## config.mk

```make
export PLATFORM = sky130hd
export DESIGN_NAME = timer2_async
export DESIGN_NICKNAME = d
export VERILOG_FILES = /design/src/timer2_pkg.sv /design/src/timer2_async.sv
export SDC_FILE = /design/constraint.sdc
export NUM_CORES = 1
export LEC_CHECK = 0
export ABC_AREA = 0
export BUFFER_PORTS_ARGS = -buffer_cell sky130_fd_sc_hd__buf_2
export CORE_AREA = 2 2 112 114
export CTS_CLUSTER_SIZE = 16
export DETAILED_ROUTE_END_ITERATION = 7
export DIE_AREA = 0 0 114 116
export PLACE_DENSITY_LB_ADDON = 0.12
export SYNTH_ARGS = -nofsm -noshare
export SYNTH_HDL_FRONTEND = slang
export SYNTH_SLANG_ARGS = --single-unit
```

## constraint.sdc

```tcl
create_clock -name ref_clk -period 6.3 [get_ports ref_clk]
set_input_delay 0.63 -clock ref_clk [delete_from_list [all_inputs] [get_ports ref_clk]]
set_output_delay 0.63 -clock ref_clk [all_outputs]
set_load 0.05 [all_outputs]
```

## src/timer2_pkg.sv

```systemverilog
`default_nettype none
package timer2_pkg;
  localparam logic [7:0] CTRL_OFS = 8'hB0;
  localparam logic [7:0] CNT_OFS = 8'hB2;
  localparam logic [7:0] CMP_OFS = 8'hB3;
  localparam logic [7:0] STAT_OFS = 8'hB6;
  localparam logic [7:0] MASK_OFS = 8'h70;
  localparam logic [7:0] FLAG_OFS = 8'h37;
  localparam logic [7:0] GTC_OFS = 8'h43;
  localparam logic [7:0] RST_VAL = 8'h00;
  localparam int EXT_BIT = 4;
  localparam int ASEL_BIT = 3;
  localparam int CNT_IDX = 2;
  localparam int CMP_IDX = 1;
  localparam int CTL_IDX = 0;
  localparam int CMP_F = 1;
  localparam int OVF_F = 0;
  localparam int PSR_BIT = 1;
  localparam int WGM0_BIT = 6;
  localparam int WGM1_BIT = 3;
  localparam int HALT_CYC = 4;
  localparam logic [7:0] CTL_WMASK = 8'h7F;
  typedef enum logic [1:0] {
    X_IDLE = 2'b00,
    X_WAIT = 2'b01,
    X_HALF = 2'b11
  } xfer_t;
endpackage
`default_nettype wire

```

## src/timer2_async.sv

```systemverilog
`default_nettype none
module timer2_async import timer2_pkg::*; (
  // clock and reset
  input wire logic ref_clk,
  input wire logic srst,
  // register port
  input wire logic [7:0] addr,
  input wire logic [7:0] wdata,
  input wire logic wr_en,
  input wire logic rd_en,
  output logic [7:0] rdata,
  // processor side
  input wire logic global_irq_enable,
  input wire logic compare_vector_ack,
  input wire logic overflow_vector_ack,
  input wire logic sleep_active,
  input wire logic osc_stop_mode,
  output logic compare_irq_req,
  output logic overflow_irq_req,
  output logic wake_req,
  output logic cpu_halt,
  // pins
  input wire logic timer_osc_in,
  output logic xtal_osc_enable,
  output logic ext_buf_enable,
  output logic osc_pins_released,
  output logic compare_output_pin
);
  logic [7:0] cnt_reg, cmp_reg, ctl_reg, hold_reg;
  logic [7:0] tmp_reg [3];
  xfer_t xs_reg [3];
  logic ext_reg, asel_reg, psr_reg, up_reg, blk_reg;
  logic [1:0] ie_reg, flag_reg, cpipe_reg, opipe_reg;
  logic [1:0] osc_sync_reg, lock_reg;
  logic osc_last_reg, wk_pend_reg;
  logic [9:0] pre_reg;
  logic [HALT_CYC-1:0] halt_reg;

  function automatic logic [9:0] div_mask(input logic [2:0] cs);
    case (cs)
      3'h2: div_mask = 10'h007;
      3'h3: div_mask = 10'h01F;
      3'h4: div_mask = 10'h03F;
      3'h5: div_mask = 10'h07F;
      3'h6: div_mask = 10'h0FF;
      3'h7: div_mask = 10'h3FF;
      default: div_mask = 10'h000;
    endcase
  endfunction

  // decode and shared terms
  logic [2:0] wr_sel, busy, done;
  logic tsrc_tick, cnt_tick, psr_fire, match_ev, ovf_ev, pc_mode;
  logic [1:0] wgm, com, flag_set, flag_clr;
  assign wr_sel = {wr_en && addr == CNT_OFS, wr_en && addr == CMP_OFS,
                   wr_en && addr == CTRL_OFS};
  assign wgm = {ctl_reg[WGM1_BIT], ctl_reg[WGM0_BIT]};
  assign com = ctl_reg[5:4];
  assign pc_mode = wgm == 2'h1;
  // timer edge from the synchronised pin, or every io cycle
  assign tsrc_tick = asel_reg ? (osc_sync_reg[1] && !osc_last_reg) : 1'b1;
  assign cnt_tick = tsrc_tick && ctl_reg[2:0] != 3'h0 &&
                    (pre_reg & div_mask(ctl_reg[2:0])) == div_mask(ctl_reg[2:0]);
  assign psr_fire = psr_reg && (!asel_reg || tsrc_tick);
  assign match_ev = cnt_tick && cnt_reg == cmp_reg && !busy[CMP_IDX] &&
                    !busy[CNT_IDX] && !blk_reg;
  assign ovf_ev = cnt_tick && (pc_mode ? (!up_reg && cnt_reg == 8'h00)
                                       : cnt_reg == 8'hFF);
  assign flag_set = asel_reg ? {cpipe_reg[1], opipe_reg[1]} : {match_ev, ovf_ev};
  assign flag_clr = ({2{wr_en && addr == FLAG_OFS}} & wdata[1:0]) |
                    {compare_vector_ack, overflow_vector_ack};
  always_comb begin
    for (int i = 0; i < 3; i++) begin
      busy[i] = xs_reg[i] != X_IDLE;
      done[i] = xs_reg[i] == X_HALF && tsrc_tick && !(wr_sel[i] && asel_reg);
    end
  end

  // two-flop pin synchroniser; only the second stage feeds edge logic
  always_ff @(posedge ref_clk) begin
    if (srst) begin
      osc_sync_reg <= 2'h0;
      osc_last_reg <= 1'b0;
    end else begin
      osc_sync_reg <= {osc_sync_reg[0], timer_osc_in};
      osc_last_reg <= osc_sync_reg[1];
    end
  end

  // transfer sequencer per register; a rewrite restarts its own only
  always_ff @(posedge ref_clk) begin
    for (int i = 0; i < 3; i++) begin
      if (srst) begin
        xs_reg[i] <= X_IDLE;
        tmp_reg[i] <= RST_VAL;
      end else begin
        if (wr_sel[i]) begin
          tmp_reg[i] <= (i == CTL_IDX) ? (wdata & CTL_WMASK) : wdata;
        end
        if (wr_sel[i] && asel_reg) begin
          xs_reg[i] <= X_WAIT;
        end else if (tsrc_tick) begin
          case (xs_reg[i])
            X_WAIT: xs_reg[i] <= X_HALF;
            X_HALF: xs_reg[i] <= X_IDLE;
            default: xs_reg[i] <= X_IDLE;
          endcase
        end
      end
    end
  end

  // compare and control destinations
  always_ff @(posedge ref_clk) begin
    if (srst) begin
      cmp_reg <= RST_VAL;
      ctl_reg <= RST_VAL;
    end else begin
      if (wr_sel[CMP_IDX] && !asel_reg) begin
        cmp_reg <= wdata;
      end else if (done[CMP_IDX]) begin
        cmp_reg <= tmp_reg[CMP_IDX];
      end
      if (wr_sel[CTL_IDX] && !asel_reg) begin
        ctl_reg <= wdata & CTL_WMASK;
      end else if (done[CTL_IDX]) begin
        ctl_reg <= tmp_reg[CTL_IDX];
      end
    end
  end

  // counter, direction and match blocking after a counter load
  always_ff @(posedge ref_clk) begin
    if (srst) begin
      cnt_reg <= RST_VAL;
      up_reg <= 1'b1;
      blk_reg <= 1'b0;
    end else if ((wr_sel[CNT_IDX] && !asel_reg) || done[CNT_IDX]) begin
      cnt_reg <= asel_reg ? tmp_reg[CNT_IDX] : wdata;
      blk_reg <= 1'b1;
    end else if (cnt_tick) begin
      blk_reg <= 1'b0;
      if (pc_mode) begin
        if (up_reg && cnt_reg == 8'hFF) begin
          up_reg <= 1'b0;
          cnt_reg <= cnt_reg - 8'h01;
        end else if (!up_reg && cnt_reg == 8'h00) begin
          up_reg <= 1'b1;
          cnt_reg <= 8'h01;
        end else begin
          cnt_reg <= up_reg ? cnt_reg + 8'h01 : cnt_reg - 8'h01;
        end
      end else if (wgm == 2'h2 && cnt_reg == cmp_reg) begin
        cnt_reg <= 8'h00;
      end else begin
        up_reg <= 1'b1;
        cnt_reg <= cnt_reg + 8'h01;
      end
    end
  end

  // holding register: only moves on timer edges in async mode
  always_ff @(posedge ref_clk) begin
    if (srst) begin
      hold_reg <= RST_VAL;
    end else if (tsrc_tick) begin
      hold_reg <= cnt_reg;
    end
  end

  // prescaler; async reset request waits for a real timer edge
  always_ff @(posedge ref_clk) begin
    if (srst || psr_fire) begin
      pre_reg <= 10'h000;
    end else if (tsrc_tick) begin
      pre_reg <= pre_reg + 10'h001;
    end
  end
  always_ff @(posedge ref_clk) begin
    if (srst) begin
      psr_reg <= 1'b0;
    end else if (wr_en && addr == GTC_OFS && wdata[PSR_BIT]) begin
      psr_reg <= 1'b1;
    end else if (psr_fire) begin
      psr_reg <= 1'b0;
    end
  end

  // compare output on the timer tick itself, no cpu sync
  always_ff @(posedge ref_clk) begin
    if (srst) begin
      compare_output_pin <= 1'b0;
    end else if (match_ev) begin
      case (wgm)
        2'h1: compare_output_pin <= (com == 2'h3) == up_reg;
        2'h3: compare_output_pin <= com == 2'h3;
        default: compare_output_pin <= com == 2'h1 ? !compare_output_pin : com == 2'h3;
      endcase
    end else if (ovf_ev && wgm == 2'h3 && com[1]) begin
      compare_output_pin <= com == 2'h2;
    end
  end

  // flag crossing: event tick, then two more io cycles into the flag
  always_ff @(posedge ref_clk) begin
    if (srst) begin
      cpipe_reg <= 2'h0;
      opipe_reg <= 2'h0;
    end else begin
      cpipe_reg <= {cpipe_reg[0], match_ev && asel_reg};
      opipe_reg <= {opipe_reg[0], ovf_ev && asel_reg};
    end
  end

  // sticky flags; a set in the clear cycle wins
  always_ff @(posedge ref_clk) begin
    if (srst) begin
      flag_reg <= 2'h0;
    end else begin
      flag_reg <= (flag_reg & ~flag_clr) | flag_set;
    end
  end

  // mask, clock select and interrupt requests
  always_ff @(posedge ref_clk) begin
    if (srst) begin
      ie_reg <= 2'h0;
      ext_reg <= 1'b0;
      asel_reg <= 1'b0;
      compare_irq_req <= 1'b0;
      overflow_irq_req <= 1'b0;
    end else begin
      if (wr_en && addr == MASK_OFS) begin
        ie_reg <= wdata[1:0];
      end
      if (wr_en && addr == STAT_OFS) begin
        ext_reg <= wdata[EXT_BIT];
        asel_reg <= wdata[ASEL_BIT];
      end
      compare_irq_req <= ie_reg[CMP_F] && global_irq_enable && flag_reg[CMP_F];
      overflow_irq_req <= ie_reg[OVF_F] && global_irq_enable && flag_reg[OVF_F];
    end
  end

  // oscillator and pin control; sleep modes that kill the clock stop it
  always_ff @(posedge ref_clk) begin
    if (srst) begin
      xtal_osc_enable <= 1'b0;
      ext_buf_enable <= 1'b0;
      osc_pins_released <= 1'b0;
    end else begin
      xtal_osc_enable <= asel_reg && !ext_reg && !osc_stop_mode;
      ext_buf_enable <= asel_reg && ext_reg;
      osc_pins_released <= asel_reg;
    end
  end

  // wake: pending condition fires on the next timer edge, then lockout
  logic irq_cond, wk_fire;
  assign irq_cond = global_irq_enable && |(flag_reg & ie_reg);
  assign wk_fire = wk_pend_reg && tsrc_tick;
  always_ff @(posedge ref_clk) begin
    if (srst) begin
      wk_pend_reg <= 1'b0;
      wake_req <= 1'b0;
      lock_reg <= 2'h0;
      halt_reg <= '0;
    end else begin
      wk_pend_reg <= sleep_active && irq_cond && lock_reg == 2'h0 && !wk_fire;
      if (wk_fire) begin
        wake_req <= 1'b1;
        lock_reg <= 2'h2;
        halt_reg <= {HALT_CYC{1'b1}};
      end else begin
        if (!sleep_active) begin
          wake_req <= 1'b0;
        end
        if (tsrc_tick && lock_reg != 2'h0) begin
          lock_reg <= lock_reg - 2'h1;
        end
        halt_reg <= halt_reg >> 1;
      end
    end
  end
  assign cpu_halt = halt_reg[0];

  // read data one cycle after the strobe, zero otherwise
  always_ff @(posedge ref_clk) begin
    if (srst || !rd_en) begin
      rdata <= RST_VAL;
    end else begin
      case (addr)
        CNT_OFS: rdata <= asel_reg ? hold_reg : cnt_reg;
        CMP_OFS: rdata <= tmp_reg[CMP_IDX];
        CTRL_OFS: rdata <= tmp_reg[CTL_IDX];
        STAT_OFS: rdata <= {3'h0, ext_reg, asel_reg, busy};
        MASK_OFS: rdata <= {6'h00, ie_reg};
        FLAG_OFS: rdata <= {6'h00, flag_reg};
        GTC_OFS: rdata <= {6'h00, psr_reg, 1'b0};
        default: rdata <= RST_VAL;
      endcase
    end
  end
endmodule
`default_nettype wire

```

# Word level (Yosys, flattened, before mapping)
# Memories as Yosys holds them, arrays and structs flattened.
# Index checks and enable logic that the tools add are counted.
[classes] add_sub_neg=4 mul=0 n_div=0 order_cmp=0 eq_ne=32 shift=0 mux=115 n_bitwise=23 reduce_logical=86
[ops] operator="2-to-1 mux 8 bit" count=14
[ops] operator="2-to-1 mux 1 bit" count=80
[ops] operator="case mux 10 bit (6 select lines)" count=1
[ops] operator="case mux 8 bit (7 select lines)" count=1
[ops] operator="logical AND 1 bit" count=49
[ops] operator="== test 8 bit (second input constant)" count=5
[ops] operator="2-to-1 mux 2 bit" count=15
[ops] operator="nonzero test 2 bit" count=10
[ops] operator="== test 8 x 7 -> 1 bit (second input constant)" count=2
[ops] operator="bitwise OR 1 bit" count=15
[ops] operator="== test 2 bit (second input constant)" count=7
[ops] operator="logical NOT 1 bit" count=14
[ops] operator="2-to-1 mux 7 bit" count=2
[ops] operator="== test 3 bit (second input constant)" count=4
[ops] operator="adder 10 x 1 -> 10 bit (second input constant)" count=1
[ops] operator="AND 10 bit" count=1
[ops] operator="== test 10 bit" count=1
[ops] operator="== test 2 x 1 -> 1 bit (second input constant)" count=5
[ops] operator="OR reduction 2 bit" count=5
[ops] operator="adder 8 x 1 -> 8 bit (second input constant)" count=1
[ops] operator="== test 8 x 6 -> 1 bit (second input constant)" count=1
[ops] operator="== test 8 bit" count=1
[ops] operator="logical NOT 8 bit" count=1
[ops] operator="subtractor 8 x 1 -> 8 bit (second input constant)" count=1
[ops] operator="16 further kinds" count=23
[word_totals] register_bits=79 latch_bits=0 ramBits=30 mem_bits_ro=0 in_bits=26 output_inout_bits=16 elab_cells=290 n_memories=2
[mem_list] memory="tmp_reg" words=3 word_bits=8 read_ports=3 rd_ports_with_merged_regs=0 write_ports=3 line_no="timer2_async.sv:30" text="logic [7:0] tmp_reg [3];"
[mem_list] memory="xs_reg" words=3 word_bits=2 read_ports=3 rd_ports_with_merged_regs=0 write_ports=3 line_no="timer2_async.sv:31" text="xfer_t xs_reg [3];"

# Longest topological paths before layout
# Gate-level depths: netlist of the first run.
[logic_depth] ltp_word=11 depth_mapped=9 depth_no_buf=7

# Worst setup path before layout of the first run
# OpenSTA, ideal clock, no wires.
[synth_path] kind="input to register" from="input addr[6]" to="register cnt_reg[1]" setup_time_ns=0.061 arrival_time_ns=2.145 required_time_ns=6.239 setup_slack_ns=4.094 stages=7 path_buffers=1 path_cell_list="and4b_1 > buf_2 > nand3_2 > mux2i_4 > o21ba_1 > a2111oi_0 > a32o_1"
[synth_between] elab_chain_cells=7 word_cells_on_any_way=9 classes_between="eq/ne: 1; mux: 1; reduce/logical: 7"
[synth_lines] element="from (decl)" line_no="timer2_async.sv:7" text="input wire logic [7:0] addr,"
[synth_lines] element="== test 8 bit (*)" line_no="timer2_async.sv:55" text="assign wr_sel = {wr_en && addr == CNT_OFS, wr_en && addr == CMP_OFS,"
[synth_lines] element="logical AND 1 bit (*)" line_no="timer2_async.sv:55"
[synth_lines] element="logical AND 1 bit" line_no="timer2_async.sv:75" text="done[i] = xs_reg[i] == X_HALF && tsrc_tick && !(wr_sel[i] && asel_reg);"
[synth_lines] element="logical NOT 1 bit" line_no="timer2_async.sv:75"
[synth_lines] element="logical AND 1 bit" line_no="timer2_async.sv:75"
[synth_lines] element="logical OR 1 bit (*)" line_no="timer2_async.sv:138" text="end else if ((wr_sel[CNT_IDX] && !asel_reg) || done[CNT_IDX]) begin"
[synth_lines] element="2-to-1 mux 8 bit / nonzero test 2 bit (equally long branches)"
[synth_lines] element="to (signal assigned)" line_no="timer2_async.sv:139" text="cnt_reg <= asel_reg ? tmp_reg[CNT_IDX] : wdata;"
[synth_lines] element="to (signal assigned)" line_no="timer2_async.sv:146" text="cnt_reg <= cnt_reg - 8'h01;"
[synth_lines] element="to (signal assigned)" line_no="timer2_async.sv:151" text="cnt_reg <= up_reg ? cnt_reg + 8'h01 : cnt_reg - 8'h01;"
[synth_lines] element="to (decl)" line_no="timer2_async.sv:29" text="logic [7:0] cnt_reg, cmp_reg, ctl_reg, hold_reg;"
# Every way passes the cells marked *; elsewhere a longest branch is shown, timed or not.
# A chain may end at the register's enable or synchronous reset.

# Worst setup path in the final report of the first run
[layout_path] from="register ctl_reg[1]" to="register cnt_reg[1]"
[layout_between] elab_chain_cells=6 word_cells_on_any_way=13 classes_between="eq/ne: 7; mux: 1; bitwise: 1; reduce/logical: 4"
[layout_lines] element="from (decl)" line_no="timer2_async.sv:29"
[layout_lines] element="from (signal assigned)" line_no="timer2_async.sv:125" text="ctl_reg <= wdata & CTL_WMASK;"
[layout_lines] element="from (signal assigned)" line_no="timer2_async.sv:127" text="ctl_reg <= tmp_reg[CTL_IDX];"
[layout_lines] element="== test 3 bit / == test 3 x 2 -> 1 bit (equally long branches)" line_no="timer2_async.sv:40" text="case (cs)"
[layout_lines] element="case mux 10 bit (6 select lines)" line_no="timer2_async.sv:40"
[layout_lines] element="AND 10 bit" line_no="timer2_async.sv:63" text="(pre_reg & div_mask(ctl_reg[2:0])) == div_mask(ctl_reg[2:0]);"
[layout_lines] element="== test 10 bit" line_no="timer2_async.sv:63"
[layout_lines] element="logical AND 1 bit (*)" line_no="timer2_async.sv:62" text="assign cnt_tick = tsrc_tick && ctl_reg[2:0] != 3'h0 &&"
[layout_lines] element="nonzero test 2 bit (no source line) (*)"
# Marked as above.

==> flow_metrics.py, run 1 <==
metrics = {
    "status": {
        "status": "complete, no violations",
    },
    "synth": {
        "yosysUniqueCellTypes": 70,
        "async_flop_share_pct": 0,
        "yosysWarnings": 0,
        "synth_top_area_cell": "dfxtp_1",
        "yosysSeqAreaShare_pct": 46.19,
        "yosys_register_bits": 108,
        "synth_top_area_share_pct": 29.79,
        "synth_edf_count": 29,
        "yosys_most_used_dff": "dfxtp_1",
        "synthCells": 579,
        "yosys-top-cells-area": "dfxtp_1 30%, edfxtp_1 16%, nand2_1 4.5%, nor2_1 3.6%, and2_1 3.4%",
        "avgSynthCellArea_um2": 9.169,
        "syn_area_um2": 5309,
        "syn-num-nets": 609,
    },
    "power": {
        "report.power.total_w": 0.001382,
        "p_per_area_nw_per_um2": 234.9,
        "p_sw_w": 0.0003115,
        "swShare_pct": 22.54,
        "clockPowerShare_pct": 41.1,
        "ir_drop_mv": 0.1119,
        "intPower_w": 0.001071,
        "seqPwrFrac_pct": 53.3,
        "power_leakage_nw": 2.234,
        "comb_power_share_pct": 5.6,
    },
    "sta": {
        "worstMarginPinSlew_ns": 0.9566,
        "fmaxAchievable_mhz": 387.6,
        "post-route-period-util_pct": 40.95,
        "finalSetupViolCount": 0,
        "setup_slack_ns": 3.720,
        "slew_headroom_pct": 36.23,
        "period_needed_ns": 2.580,
        "final-hold-violation-count": 0,
        "maxSlewViolCount": 0,
        "clock_skew_ns": 0.009875,
        "fin_setup_tns_ns": 0,
        "rsz0062_at_grt": "false",
    },
    "clock_network": {
        "hold_buffers": 0,
        "clkSlewWorstSetupHoldPaths_ns": 0.07,
        "clock_latency_ns": 0.35,
        "cts_tree": "built",
        "cts.htree.levels": 3,
        "clockBufferDepth": 2,
        "clock-sinks": 108,
        "cts_root_buffer": "clkbuf_16",
        "cts_setup_buffers": 0,
        "numCtsBuffers": 9,
        "cts_resized": 0,
    },
    "min_path": {
        "min_path_type": "reg -> reg",
    },
    "critical_path": {
        "crit_chain": "nand2b_1 > a311o_1 > a2111oi_4 > nor3_1 > a2111oi_0 > a32o_1",
        "cp_data_required_time_ns": 6.59,
        "cp-start-kind": "register",
        "cp_max_fo": 17,
        "cp.arrival_ns": 2.87,
        "critPathKind": "reg -> reg",
        "end_kind": "register",
        "crit_path_max_incr_delay_ns": 0.91,
        "crit_slowest_cell": "a2111oi_4",
    },
    "final_layout": {
        "num-nets-final": 631,
        "drive_above_1_share_pct": 12.54,
        "synthToLayoutAreaGrowth_pct": 10.82,
        "seqCellArea_um2": 2452,
        "multiInputGateArea_um2": 2661,
        "largest_reg_flops": 23,
        "antenna_cells": 0,
        "fillers": 1140,
    },
    "die": {
        "dieHeight_um": 116,
        "die_w_um": 114,
        "dieArea_um2": 13220,
        "row_count": 40,
        "start_util_pct": 44.57,
        "core_area_um2": 11910,
        "io_pins": 42,
    },
    "detailed_routing": {
        "met2_length_um": 6314,
        "drt_iter0_drc": 263,
        "route.vias.total": 4384,
        "highest_layer": "met4",
        "met3_length_um": 847,
        "wirelength_um": 13900,
        "via_per_inst": 5.822,
        "wl_met1_um": 6491,
        "drcViolationCount": 0,
        "routedWlPerCell_um": 18.46,
        "first_pass_iters": 5,
        "postRouteAntennaNets": 0,
    },
    "grt": {
        "grt-ovfl-total": 0,
        "grt_pass1_wl_um": 22200,
        "grtUsageTotal_pct": 21.84,
        "grt_max_degree": 66,
        "antenna_found_initial": 0,
        "grt_pass1_vias": 4110,
    },
    "place": {
        "dp_hpwl_um": 9870,
        "port_buffers": 41,
        "pre_cts_slack_ns": 3.491,
        "gp_congestion": 0.8648,
    },
    "run": {
        "drv_cap": 0,
    },
}
==> layout make-up <==
type                    instances  share of cell area (%)
multi-input cells             422                   45.24
well taps                     147                   3.126
inverters                      16                   1.021
repair buffers                 44                   3.871
clock inverters                 2                  0.2127
flip-flops and latches        108                   41.68
clock buffers                  14                   4.849
==> Yosys cell counts (all sizes together), types with 3 or more instances <==
cell type and n:
o221a 4, o21ai 22, nor2b 12, a21oi 36, and2 29, clkbuf 23
nor2 52, nand4 9, nand4b 3, xnor2 10, edfxtp 29, nand2b 11
mux2 6, nand3 13, a31oi 3, xor2 16, o22ai 5, nor4 5
nor3b 3, and3 10, mux2i 18, buf 10, nand2 64, a222oi 3
inv 16, a41oi 3, a211oi 11, nand3b 3, nor3 20, ha 4
dfxtp 79, a22oi 13
==> metrics by stage <==
stage / util [%] / hold WS [ns] / cell area (um2) / cells
floorplan: - / 0.4138 / 5309 / 579
global placement: 46.89 / 0.4357 / 5585 / 737
detailed placement: 46.89 / 0.4434 / 5585 / 737
CTS: 49.39 / 0.4465 / 5883 / 753
global route: 49.39 / 0.4555 / 5883 / 753
finish: 49.39 / 0.4492 / 5883 / 753
==> layer usage <==
| metal | GRT usage (%) | vias up |
|---|---|---|
| met5 | 0 | - |
| met4 | 7.154 | 0 |
| met3 | 2.824 | 19 |
| met2 | 34.01 | 140 |
| met1 | 31.61 | 2095 |
| li1 | - | 2130 |
==> final timing paths <==
check | endpoint | cells after the start | slack, ns | startpoint
hold reg to reg | hold_reg[6] | 2 | 0.45 | hold_reg[6]
hold / removal | hold_reg[6] | 2 | 0.45 | hold_reg[6]
setup / recovery | cnt_reg[1] | 6 | 3.72 | ctl_reg[1]
setup reg to reg | cnt_reg[1] | 6 | 3.72 | ctl_reg[1]
==> power by group through the flow <==
stage          Combinational [W]  Clock (W)  Sequential [W]
3_5_place_dp           0.0000780          0        0.000752
2_1_floorplan          0.0000504          0        0.000747
5_1_grt                0.0000889   0.000603        0.000737
4_1_cts                0.0000783   0.000575        0.000736
6_report               0.0000777   0.000568        0.000736
3_3_place_gp           0.0000754          0        0.000751
==> cells in the final DEF (no fill, tap or decap), types with 3 or more instances in the layout <==
cell and count:
dfxtp_1 79, nand2_1 63, nor2_1 51, buf_2 41, a21oi_1 36, and2_1 29, edfxtp_1 29, nor3_1 20
o21ai_0 20, mux2i_1 17, inv_1 16, xor2_1 16, a22oi_1 13, nand3_1 12, nor2b_1 12, nand2b_1 11
a211oi_1 11, and3_1 10, xnor2_1 10, clkbuf_16 10, nand4_1 9, mux2_2 6, nor4_1 5, o22ai_1 5
o221a_2 4, ha_1 4, nand4b_1 3, a31oi_1 3, nor3b_1 3, a41oi_1 3, nand3b_1 3, a222oi_1 3
buf_4 3
==> cell families (layout without fill, tap and decap cells) <==
kind of cell	after synthesis	count (layout)	share of synthesized area (%)
buf+inv	49	76	3.677
simple gates	243	243	23.71
mux	24	24	4.902
xor+xnor	26	26	4.289
fa+ha+maj	4	4	0.9428
compound gates	125	125	16.29
flops	108	108	46.19
==> worst max-delay path: cells and delay by family, from the launching register on <==
family / cells / cell delay [ns]
AND/OR/NAND/NOR: 2 / 0.25
flip-flops: 1 / 0.36
AO/OA/AOI/OAI: 4 / 1.92
Note: power is estimated with default switching activity, not from simulation.
==> run 2, diff against run 1 <==
==> constraint.sdc (replaced) <==
create_clock -name ref_clk -period 2.6 [get_ports ref_clk]
set_input_delay 0.26 -clock ref_clk [delete_from_list [all_inputs] [get_ports ref_clk]]
set_output_delay 0.26 -clock ref_clk [all_outputs]
set_load 0.05 [all_outputs]
==> flow_metrics.py, run 2 (synthesis results as in run 1) <==
metrics = {
    "clock_network": {
        "clkSlewWorstSetupHoldPaths_ns": 0.07,
        "cts_setup_buffers": 0,
        "cts_tree": "built",
        "cts.htree.levels": 3,
        "clockBufferDepth": 2,
        "clock_latency_ns": 0.35,
        "hold_buffers": 0,
        "cts_root_buffer": "clkbuf_16",
        "cts_resized": 0,
        "clock-sinks": 108,
        "numCtsBuffers": 9,
    },
    "power": {
        "swShare_pct": 24.17,
        "power_leakage_nw": 2.326,
        "seqPwrFrac_pct": 54.1,
        "clockPowerShare_pct": 39.8,
        "ir_drop_mv": 0.3271,
        "comb_power_share_pct": 6.1,
        "intPower_w": 0.002499,
        "p_sw_w": 0.0007965,
        "report.power.total_w": 0.003296,
        "p_per_area_nw_per_um2": 547.0,
    },
    "grt": {
        "grt-ovfl-total": 0,
        "grt_max_degree": 31,
        "antenna_found_initial": 0,
        "grt_pass1_wl_um": 22490,
        "grtUsageTotal_pct": 22.06,
        "grt_pass1_vias": 4201,
    },
    "sta": {
        "finalSetupViolCount": 0,
        "rsz0062_at_grt": "false",
        "slew_headroom_pct": 56.15,
        "post-route-period-util_pct": 86.67,
        "fmaxAchievable_mhz": 443.8,
        "fin_setup_tns_ns": 0,
        "setup_slack_ns": 0.3466,
        "clock_skew_ns": 0.01112,
        "maxSlewViolCount": 0,
        "period_needed_ns": 2.253,
        "final-hold-violation-count": 0,
        "worstMarginPinSlew_ns": 0.6578,
    },
    "detailed_routing": {
        "drcViolationCount": 0,
        "via_per_inst": 5.743,
        "wirelength_um": 13990,
        "route.vias.total": 4445,
        "postRouteAntennaNets": 0,
        "drt_iter0_drc": 404,
        "first_pass_iters": 5,
        "routedWlPerCell_um": 18.07,
    },
    "critical_path": {
        "cp-start-kind": "register",
        "end_kind": "register",
        "cp.arrival_ns": 2.54,
        "cp_max_fo": 7,
        "cp_data_required_time_ns": 2.89,
        "critPathKind": "reg -> reg",
    },
    "place": {
        "pre_cts_slack_ns": 0.3870,
        "port_buffers": 41,
        "gp_congestion": 0.8536,
        "dp_hpwl_um": 10300,
    },
    "final_layout": {
        "drive_above_1_share_pct": 15.79,
        "synthToLayoutAreaGrowth_pct": 13.48,
        "antenna_cells": 0,
        "layout_commonest_cell": "dfxtp_1",
        "layout_common_cells": "79 x dfxtp_1, 63 x nand2_1, 51 x nor2_1, 41 x buf_2, 36 x a21oi_1",
        "largest_reg_flops": 23,
        "fillers": 1160,
        "num-nets-final": 652,
    },
    "die": {
        "core_area_um2": 11910,
        "start_util_pct": 44.57,
        "row_count": 40,
        "io_pins": 42,
        "dieArea_um2": 13220,
        "die_w_um": 114,
        "dieHeight_um": 116,
    },
    "min_path": {
        "min_path_type": "in -> reg",
    },
    "status": {
        "status": "complete, no violations",
    },
    "run": {
        "drv_cap": 0,
    },
}
[run 2: cell count changes in the layout (fill, tap and decap cells not counted), moves of 2 or more]
cell	change
clkbuf_8	-2
clkinv_4	+2
inv_6	+3
inv_4	-2
clkbuf_1	-2
buf_4	+21
[run 2: worst max-delay path: stages (launching register included)]
cell and delay [ns]:
dfxtp_1 0.46, ha_1 0.28, nand3_1 0.19, o21ai_0 0.30, nand2_1 0.22, o21ba_1 0.22
a2111oi_0 0.36, a32o_1 0.17
[run 2: power by group through the flow]
| stage | clock network, W | registers (W) | logic (W) |
|---|---|---|---|
| floorplan | 0 | 0.00181 | 0.000122 |
| global placement | 0 | 0.00182 | 0.000191 |
| detailed placement | 0 | 0.00182 | 0.000200 |
| CTS | 0.00134 | 0.00178 | 0.000200 |
| global route | 0.00140 | 0.00178 | 0.000226 |
| finish | 0.00131 | 0.00178 | 0.000201 |
[run 2: path summary, 6_finish.rpt]
path,slack (ns),cells after the start,startpoint,endpoint
setup reg to reg,0.35,7,cnt_reg[1],cnt_reg[1]
hold / removal,0.07,2,osc_stop_mode,xtal_osc_enable
setup / recovery,0.35,7,cnt_reg[1],cnt_reg[1]
hold reg to reg,0.44,2,halt_reg[3],halt_reg[2]
[run 2: area by class of cell]
| class | count | area [um2] | area share, % |
|---|---|---|---|
| clock buffers | 9 | 225.2 | 3.738 |
| clock inverters | 7 | 56.30 | 0.9346 |
| inverters | 16 | 60.06 | 0.9969 |
| multi-input cells | 422 | 2661 | 44.17 |
| flip-flops and latches | 108 | 2452 | 40.71 |
| well taps | 147 | 183.9 | 3.053 |
| repair buffers | 65 | 385.4 | 6.397 |
[run 2: layer usage]
metal	GRT usage, %	up-vias	part of all wire, %
met2	34.60	145	46
met1	31.60	2119	47
met4	5.854	0	1.0
met3	3.870	13	6.2
met5	0	-	0
li1	-	2168	-
[run 2: per-stage QoR]
step,std cells,area [um2],hold WS (ns),util [%]
2_1_floorplan,579,5309,0.3368,-
3_3_place_gp,758,5743,0.4211,48.21
3_5_place_dp,758,5743,0.4262,48.21
4_1_cts,774,6025,0.06266,50.58
5_1_grt,774,6025,0.07086,50.58
6_report,774,6025,0.07195,50.58
